## config.mk

```make
export PLATFORM = sky130hd
export DESIGN_NAME = edge_event_counter_divider
export DESIGN_NICKNAME = d
export VERILOG_FILES = /design/src/design/edge_counter_pkg.sv /design/src/design/edge_event_counter_divider.sv
export VERILOG_INCLUDE_DIRS = /design/src /design/src/design
export SDC_FILE = /design/constraint.sdc
export NUM_CORES = 1
export LEC_CHECK = 0
export ABC_AREA = 1
export BUFFER_PORTS_ARGS = -buffer_cell sky130_fd_sc_hd__buf_2
export CORE_UTILIZATION = 35
export CTS_BUF_LIST = sky130_fd_sc_hd__clkbuf_2
export CTS_CLUSTER_DIAMETER = 200
export DETAILED_ROUTE_END_ITERATION = 6
export SYNTH_ARGS = -nofsm -noshare
export SYNTH_HDL_FRONTEND = slang
export SYNTH_SLANG_ARGS = --single-unit
```

## constraint.sdc

```tcl
create_clock -name clk -period 3.35 [get_ports clk]
set_clock_uncertainty 0.15 [all_clocks]
set_input_delay 0.335 -clock clk [delete_from_list [all_inputs] [get_ports clk]]
set_output_delay 0.335 -clock clk [all_outputs]
set_load 0.02 [all_outputs]
```

## src/design/edge_counter_regs.svh

```systemverilog
// Register offsets, field positions and reset values of the edge counter
`ifndef EDGE_COUNTER_REGS_SVH
`define EDGE_COUNTER_REGS_SVH

// ----------------------------------------------------------------------
// Register offsets
// ----------------------------------------------------------------------
`define OFS_GATE 5'h00
`define OFS_CTRL 5'h04
`define OFS_TRIG 5'h08
`define OFS_RELOAD 5'h0c
`define OFS_COUNT 5'h10
`define OFS_STATUS 5'h14

// ----------------------------------------------------------------------
// Field positions
// ----------------------------------------------------------------------
`define CTRL_W 7
`define TRIG_START_BIT 0
`define TRIG_STOP_BIT 1
`define STAT_ACTIVE_BIT 0
`define STAT_OUT_BIT 1
`define STAT_WAIT_BIT 2

// ----------------------------------------------------------------------
// Reset values
// ----------------------------------------------------------------------
`define GATE_RST 1'b0
`define CTRL_RST 7'h00

`endif

```

## src/design/edge_counter_pkg.sv

```systemverilog
// Types shared by the edge counter and divider channel
`default_nettype none

package edge_counter_pkg;

  typedef enum logic [1:0] {
    EDGE_FALL = 2'b00,
    EDGE_RISE = 2'b01,
    EDGE_BOTH = 2'b10
  } edge_sel_t;

  typedef enum logic {
    MODE_EVENT = 1'b0,
    MODE_DIVIDE = 1'b1
  } chan_mode_t;

  typedef enum logic [1:0] {
    ST_IDLE = 2'b00,
    ST_WAIT = 2'b01,
    ST_COUNT = 2'b10
  } chan_state_t;

  // Channel control word, 7 bits
  typedef struct packed {
    logic filter_en;
    logic out_en;
    logic out_level;
    logic start_int_sel;
    edge_sel_t edge_sel;
    chan_mode_t mode;
  } chan_ctrl_t;

endpackage : edge_counter_pkg

`default_nettype wire

```

## src/design/edge_event_counter_divider.sv

```systemverilog
// Event counter and frequency divider channel with its register port
`include "edge_counter_regs.svh"
`default_nettype none

module edge_event_counter_divider #(
  parameter int CNT_W = 16
) (
  // Clock and reset
  input wire logic clk,
  input wire logic arst_n,
  // Register port
  input wire logic [4:0] addr,
  input wire logic [CNT_W-1:0] wdata,
  input wire logic wr,
  input wire logic rd,
  output logic [CNT_W-1:0] rdata,
  // Event or divider input pin
  input wire logic event_input_pin,
  // Output pin
  output logic channel_output_pin,
  output logic channel_output_oe,
  // Channel event
  output logic channel_interrupt
);

  // --------------------------------------------------------------------
  // Parameter check
  // --------------------------------------------------------------------
  if (CNT_W < 8 || CNT_W > 32) begin : g_bad_width
    $error("CNT_W must lie between 8 and 32");
  end

  // --------------------------------------------------------------------
  // Input synchroniser, filter and edge detector
  // --------------------------------------------------------------------
  logic sync1_reg, sync2_reg, samp_reg, lvl_reg, edge_reg;
  logic sync1_next, sync2_next, samp_next, lvl_next, edge_next;
  logic unit_clock_gate;
  edge_counter_pkg::chan_ctrl_t ctrl_reg, ctrl_next;

  always_comb begin
    sync1_next = event_input_pin;
    sync2_next = sync1_reg;
    samp_next = sync2_reg;
    if (ctrl_reg.filter_en && sync2_reg != samp_reg) begin
      lvl_next = lvl_reg;
    end else begin
      lvl_next = sync2_reg;
    end
    unique case (ctrl_reg.edge_sel)
      edge_counter_pkg::EDGE_RISE: edge_next = lvl_next & ~lvl_reg;
      edge_counter_pkg::EDGE_FALL: edge_next = ~lvl_next & lvl_reg;
      edge_counter_pkg::EDGE_BOTH: edge_next = lvl_next ^ lvl_reg;
      default: edge_next = 1'b0;
    endcase
    if (!unit_clock_gate) begin
      edge_next = 1'b0;
    end
  end

  always_ff @(posedge clk or negedge arst_n) begin
    if (!arst_n) begin
      sync1_reg <= 1'b0;
      sync2_reg <= 1'b0;
      samp_reg <= 1'b0;
      lvl_reg <= 1'b0;
      edge_reg <= 1'b0;
    end else begin
      sync1_reg <= sync1_next;
      sync2_reg <= sync2_next;
      samp_reg <= samp_next;
      lvl_reg <= lvl_next;
      edge_reg <= edge_next;
    end
  end

  // --------------------------------------------------------------------
  // Channel registers and counter
  // --------------------------------------------------------------------
  logic gate_reg, gate_next;
  logic [CNT_W-1:0] reload_reg, reload_next, count_reg, count_next;
  logic out_reg, out_next, irq_reg, irq_next;
  edge_counter_pkg::chan_state_t state_reg, state_next;
  logic wr_ok, start_wr, stop_wr, active;

  assign unit_clock_gate = gate_reg;
  assign wr_ok = wr && gate_reg;
  assign start_wr = wr_ok && addr == `OFS_TRIG && wdata[`TRIG_START_BIT];
  assign stop_wr = wr_ok && addr == `OFS_TRIG && wdata[`TRIG_STOP_BIT];
  assign active = state_reg != edge_counter_pkg::ST_IDLE;

  always_comb begin
    gate_next = gate_reg;
    ctrl_next = ctrl_reg;
    reload_next = reload_reg;
    count_next = count_reg;
    out_next = out_reg;
    state_next = state_reg;
    irq_next = 1'b0;
    if (wr && addr == `OFS_GATE) begin
      gate_next = wdata[0];
    end
    if (wr_ok && addr == `OFS_CTRL) begin
      ctrl_next = edge_counter_pkg::chan_ctrl_t'(wdata[`CTRL_W-1:0]);
    end
    if (wr_ok && addr == `OFS_RELOAD) begin
      reload_next = wdata;
    end
    if (!active) begin
      out_next = ctrl_reg.out_level;
    end
    unique case (state_reg)
      edge_counter_pkg::ST_IDLE: begin
      end
      edge_counter_pkg::ST_WAIT: begin
        if (edge_reg) begin
          count_next = reload_reg;
          state_next = edge_counter_pkg::ST_COUNT;
          if (ctrl_reg.start_int_sel) begin
            irq_next = 1'b1;
            out_next = ~out_reg;
          end
        end
      end
      edge_counter_pkg::ST_COUNT: begin
        if (edge_reg) begin
          if (count_reg == '0) begin
            count_next = reload_reg;
            irq_next = 1'b1;
            out_next = ~out_reg;
          end else begin
            count_next = count_reg - 1'b1;
          end
        end
      end
      default: state_next = edge_counter_pkg::ST_IDLE;
    endcase
    if (start_wr) begin
      if (ctrl_reg.mode == edge_counter_pkg::MODE_EVENT) begin
        count_next = reload_reg;
        state_next = edge_counter_pkg::ST_COUNT;
      end else begin
        state_next = edge_counter_pkg::ST_WAIT;
      end
      irq_next = 1'b0;
    end
    if (stop_wr) begin
      state_next = edge_counter_pkg::ST_IDLE;
      count_next = count_reg;
      irq_next = 1'b0;
    end
    if (!gate_reg) begin
      ctrl_next = `CTRL_RST;
      reload_next = '0;
      count_next = '0;
      out_next = 1'b0;
      state_next = edge_counter_pkg::ST_IDLE;
      irq_next = 1'b0;
    end
  end

  always_ff @(posedge clk or negedge arst_n) begin
    if (!arst_n) begin
      gate_reg <= `GATE_RST;
      ctrl_reg <= `CTRL_RST;
      reload_reg <= '0;
      count_reg <= '0;
      out_reg <= 1'b0;
      state_reg <= edge_counter_pkg::ST_IDLE;
      irq_reg <= 1'b0;
    end else begin
      gate_reg <= gate_next;
      ctrl_reg <= ctrl_next;
      reload_reg <= reload_next;
      count_reg <= count_next;
      out_reg <= out_next;
      state_reg <= state_next;
      irq_reg <= irq_next;
    end
  end

  assign channel_output_pin = out_reg;
  assign channel_output_oe = ctrl_reg.out_en;
  assign channel_interrupt = irq_reg;

  // --------------------------------------------------------------------
  // Register read port
  // --------------------------------------------------------------------
  logic [CNT_W-1:0] rdata_reg, rdata_next;

  always_comb begin
    rdata_next = '0;
    if (rd) begin
      unique case (addr)
        `OFS_GATE: rdata_next[0] = gate_reg;
        `OFS_CTRL: rdata_next[`CTRL_W-1:0] = ctrl_reg;
        `OFS_TRIG: rdata_next = '0;
        `OFS_RELOAD: rdata_next = reload_reg;
        `OFS_COUNT: rdata_next = count_reg;
        `OFS_STATUS: begin
          rdata_next[`STAT_ACTIVE_BIT] = active;
          rdata_next[`STAT_OUT_BIT] = out_reg;
          rdata_next[`STAT_WAIT_BIT] =
            state_reg == edge_counter_pkg::ST_WAIT;
        end
        default: rdata_next = '0;
      endcase
    end
  end

  always_ff @(posedge clk or negedge arst_n) begin
    if (!arst_n) begin
      rdata_reg <= '0;
    end else begin
      rdata_reg <= rdata_next;
    end
  end

  assign rdata = rdata_reg;

  wire cnt_edge = edge_reg && state_reg == edge_counter_pkg::ST_COUNT
    && gate_reg && !start_wr && !stop_wr;
endmodule : edge_event_counter_divider

`default_nettype wire

```

; Word level (Yosys, flattened, before mapping)
; Index checks and enable logic that the tools add are counted.
[op_classes]
addsub = 1
multipliers = 0
n_div = 0
order_cmp = 0
eq_ne = 15
shift = 0
n_mux = 41
n_bitwise = 6
n_reduce_logical = 15
[op_table]
columns = op, n
row1 = $mux W16, 10
row2 = $pmux W16 S2, 1
row3 = $pmux W9 S2, 1
row4 = $logic_not A16 Y1, 1
row5 = $sub A16 B1 Y16 const B, 1
row6 = $mux W1, 15
row7 = $mux W7, 2
row8 = $pmux W4 S3, 1
row9 = $eq A5 B4 Y1 const B, 2
row10 = $eq A5 B5 Y1 const B, 2
row11 = $mux W2, 5
row12 = $logic_and A1 B1 Y1, 8
row13 = $pmux W2 S4, 1
row14 = $eq A5 B3 Y1 const B, 1
row15 = $logic_not A5 Y1, 1
row16 = $ne A5 B5 Y1 const B, 1
row17 = $pmux W1 S5, 1
row18 = $eq A2 B1 Y1 const B, 2
row19 = $eq A2 B2 Y1 const B, 2
row20 = $logic_not A2 Y1, 2
row21 = $ne A2 B1 Y1 const B, 2
row22 = $ne A4 B2 Y1 const B, 1
row23 = $pmux W1 S2, 2
row24 = $pmux W2 S2, 1
row25 = 9 further kinds, 12
[word_totals]
ff_bits = 65
latchBits = 0
ramBits = 0
mem_bits_ro = 0
inputBits = 26
output_inout_bits = 19
wordCells = 96
mem_count = 0

; Depth between registers and ports, before layout
[logic_depth]
depth_word = 8
depth_mapped = 16
depth_no_buf = 16

; Worst setup path before layout
; No wires, ideal clock.
[synth_path]
path_kind = register to register
from = register count_reg[0]
to = register count_reg[6]
setup_ps = 116
arrival_time_ps = 1581
required_time_ps = 3084
slack_ps = 1503
stages_incl_launch_ff = 17
n_path_buf = 1
period_less_slack_ps = 1847
path_cell_list = dfrtp_1 -> inv_1 -> ha_1 -> inv_1 -> nor2_1 -> nand2_1 -> nor2_4 -> nand2_4 -> nand2_4 -> buf_12 -> nand2_1 -> nand3_1 -> nand2_1 -> nand2_1 -> nand2_1 -> nand2_1 -> nand2_1
[synth_via]
elab_chain_cells = 8
word_cells_on_any_way = 9
cone_classes = add/sub (1) / mux (7) / reduce/logical (1)
[synth_rtl]
columns = element, line_no
row1 = start: declaration, edge_event_counter_divider.sv:81  ; logic [CNT_W-1:0] reload_reg, reload_next, count_reg, count_next;
row2 = start signal: assignment, edge_event_counter_divider.sv:175  ; count_reg <= count_next;
row3 = $sub A16 B1 Y16 or $logic_not A16 Y1 (tied branches), "edge_event_counter_divider.sv:132, edge_event_counter_divider.sv:127"
row4 = $mux W16 *, edge_event_counter_divider.sv:127  ; if (count_reg == '0) begin
row5 = $mux W16 *, edge_event_counter_divider.sv:126  ; if (edge_reg) begin
row6 = $pmux W16 S2 *, edge_event_counter_divider.sv:112  ; unique case (state_reg)
row7 = $mux W16, edge_event_counter_divider.sv:139  ; if (ctrl_reg.mode == edge_counter_pkg::MODE_EVENT) begin
row8 = $mux W16 *, edge_event_counter_divider.sv:138  ; if (start_wr) begin
row9 = $mux W16 *, edge_event_counter_divider.sv:147  ; if (stop_wr) begin
row10 = $mux W16 *, edge_event_counter_divider.sv:152  ; if (!gate_reg) begin
; Every way passes the cells marked *; elsewhere a longest branch is shown, timed or not. The select of a mux whose other input is x is not followed.
; A chain may end at the register's enable or synchronous reset.

; Worst setup path in the final report
[layout_path]
from = register state_reg[0]
to = register count_reg[15]
[layout_via]
elab_chain_cells = 6
word_cells_on_any_way = 7
cone_classes = eq/ne (2) / mux (5)
[layout_rtl]
columns = element, line_no
row1 = start: declaration, edge_event_counter_divider.sv:83  ; edge_counter_pkg::chan_state_t state_reg, state_next;
row2 = start signal: assignment, edge_event_counter_divider.sv:169  ; state_reg <= edge_counter_pkg::ST_IDLE;
row3 = start signal: assignment, edge_event_counter_divider.sv:177  ; state_reg <= state_next;
row4 = $eq A2 B2 Y1 or $eq A2 B1 Y1 (tied branches), edge_event_counter_divider.sv:112
row5 = $pmux W16 S2 *, edge_event_counter_divider.sv:112
row6 = $mux W16, edge_event_counter_divider.sv:139
row7 = $mux W16 *, edge_event_counter_divider.sv:138
row8 = $mux W16 *, edge_event_counter_divider.sv:147
row9 = $mux W16 *, edge_event_counter_divider.sv:152
; Marked as above.

==> results.cfg <==
[timing]
setup_viol = 0
rsz0062_at_grt = false
slew_viol_final = 0
fin_setup_tns_ns = 0
worstMarginPinSlew_ns = 0.660
max-slew-margin-rel = 0.549
setup_ws_ns = 1.01
period_needed_ns = 2.34
timing.hold.ws_ns = 0.116
hold_viol = 0
max_freq_ghz = 0.428
fin_crit_sh = 0.698

[power]
p_int_w = 0.00116
irDropWorstVdd_mv = 0.168
p_clk_frac = 0.251
leakagePower_nw = 2.61
power_density_nw_per_um2 = 386
p_switching_w = 0.000700
seqPwrFrac = 0.456
comb_power_share = 0.294
p_sw_frac = 0.376

[cts]
clockBufferDepth = 2
numCtsBuffers = 9
cts_tree = built
cts_sinks = 65
ctsResizeCount = 0
cts_root_buf = clkbuf_2
clkLatencyLatePin_ns = 0.54
ctsHtreeMaxLevel = 3
clkTransAtPathRegs_ns = 0.19

[floorplan]
initial_utilization = 0.364
die_x_um = 112
die_area_um2 = 12500
rows = 39
die_h_um = 112
core_um2 = 11600
boundaryPins = 45

[synth]
synthArstFlopShare = 1.00
synth-simple-area-share = 0.320
synth.area.mux_share = 0
ys_seq_elements = 65
yosysWarnings = 0
synth_top_family_by_area = simple AND/OR/NAND/NOR gates
synth_area_um2 = 4210
synthDistinctLibCells = 41
synthCells = 607
syn_area_per_cell_um2 = 6.93
ys_seq_area_frac = 0.387
syn_nets = 640
synthXorXnorAreaFrac = 0.0146
synth_edf_count = 0
synthAdderAreaFrac = 0.0208
synth_compound_area_frac = 0.144
synth-main-ff-cell = dfrtp_1

[cells_and_area]
drive_gt1_frac = 0.122
nets = 701
seq_area_um2 = 1630
antenna_cells = 0
layout_common_cells = nand2_1 (192), inv_1 (86), dfrtp_1 (65)
fillers = 1210
multi_input_area_um2 = 2100
syn_to_final_growth_pct = 14.7
layout_commonest_cell = nand2_1

[status]
failed_checks = DRC
status = finished with violations

[grt]
grt_antenna_before_repair = 0
grt_pass1_wl_um = 21100
grt_usage = 0.216
grt_start_max_net_pins = 35
grt_pass1_vias = 4296
gr-total-overflow = 0

[flow_run]
max_cap_viol_count = 0

[worst_setup_path]
r2r_slack_ns = 1.01
r2r_cells = 10
worstSetupEndpointType = register
arrival_ns = 2.66
required_ns = 3.67
r2r_end = count_reg[15]
critPathLaunchType = register
crit_fanout = 16
crit_start = state_reg[0]
rr_startpoint = state_reg[0]
path_class = reg2reg

[routing]
via_per_inst = 5.22
first_pass_iters = 6
ant_nets = 0
drt_iter0_drc = 236
drcViolationCount = 2
vias = 4260
route.final.wire_length_um = 12500
wl_per_cell_um = 15.4

[placed_design]
gp_congestion = 0.887
dpl.hpwl_um = 8820
place_worst_setup_slack_ns = 0.998
io_buffers = 44

[hold_path]
hp-class = in2async
-- through the flow --
stage | utilization | instances | power, W | cell area (µm²)
4_1_cts | 0.417 | 816 | 0.00187 | 4820
6_report | 0.417 | 816 | 0.00186 | 4820
3_3_place_gp | 0.390 | 779 | 0.00137 | 4510
2_1_floorplan | - | 607 | 0.00124 | 4210
5_1_grt | 0.417 | 816 | 0.00198 | 4820
3_5_place_dp | 0.390 | 779 | 0.00139 | 4510
-- cell families (layout without fill, tap and decap cells) --
group | after synthesis | count (layout)
AO/OA/AOI/OAI | 111 | 111
XOR/XNOR | 7 | 7
flip-flops | 65 | 65
AND/OR/NAND/NOR | 306 | 306
adder cells (fa/ha/maj) | 7 | 7
buffers and inverters | 111 | 177
-- metal layers --
metal,vias to the layer above,global-route usage,share of wire,wire length (µm)
met5,-,0,0,0
met4,0,0.0910,0.029,369
met3,30,0.0463,0.051,643
met2,119,0.361,0.47,5880
met1,2038,0.271,0.45,5640
li1,2073,-,-,-
-- worst max path at each step --
stage / end / slack (ns) / cells after the start
after global routing: count_reg[15] / 0.78 / 10
after detailed placement: reload_reg[6] / 1.0 / 8
after floorplan: count_reg[6] / 1.50 / 16
after CTS: count_reg[15] / 1.01 / 10
final: count_reg[15] / 1.01 / 10
after global placement: count_reg[15] / 1.02 / 10
-- synthesized netlist by cell type, drive strengths merged (6+ instances only) --
| master | instances | area share |
|---|---|---|
| ha | 7 | 0.021 |
| buf | 10 | 0.018 |
| xor2 | 6 | 0.012 |
| nor2 | 48 | 0.055 |
| dfrtp | 65 | 0.39 |
| o21ai | 48 | 0.057 |
| clkbuf | 11 | 0.014 |
| nand4 | 6 | 0.012 |
| nand3 | 50 | 0.061 |
| nand2 | 197 | 0.18 |
| a21oi | 33 | 0.039 |
| inv | 87 | 0.078 |
| o22ai | 21 | 0.031 |
-- critical path, cell delays in order, from the launching register on --
cell     delay [ns]
dfrtp_1        0.41
inv_1          0.09
ha_1           0.59
inv_1          0.29
nor2_4         0.31
nand3_1        0.11
nand2_1        0.08
nand2_1        0.05
nand2_1        0.06
nand2_1        0.07
nand2_1        0.07
-- power by group through the flow --
stage               Combinational [W]  Sequential, W  Clock, W
global route                 0.000622       0.000854  0.000504
CTS                          0.000545       0.000849  0.000474
detailed placement           0.000522       0.000863         0
global placement             0.000511       0.000863         0
finish                       0.000547       0.000850  0.000467
floorplan                    0.000402       0.000843         0
-- repair_timing --
action / 4_1_cts / 5_1_grt
hold buffers: 21 / 0
setup buffers: 0 / 0
endpoints found under the hold margin: 44 / 0
-- layout make-up --
class | count | share of cell area
multi-input combinational | 431 | 0.435
tap | 143 | 0.0371
timing repair buffer | 72 | 0.100
sequential | 65 | 0.337
clock buffer | 11 | 0.0114
clock inverter | 5 | 0.00960
inverter | 89 | 0.0693
(Power assumes the default switching activity.)
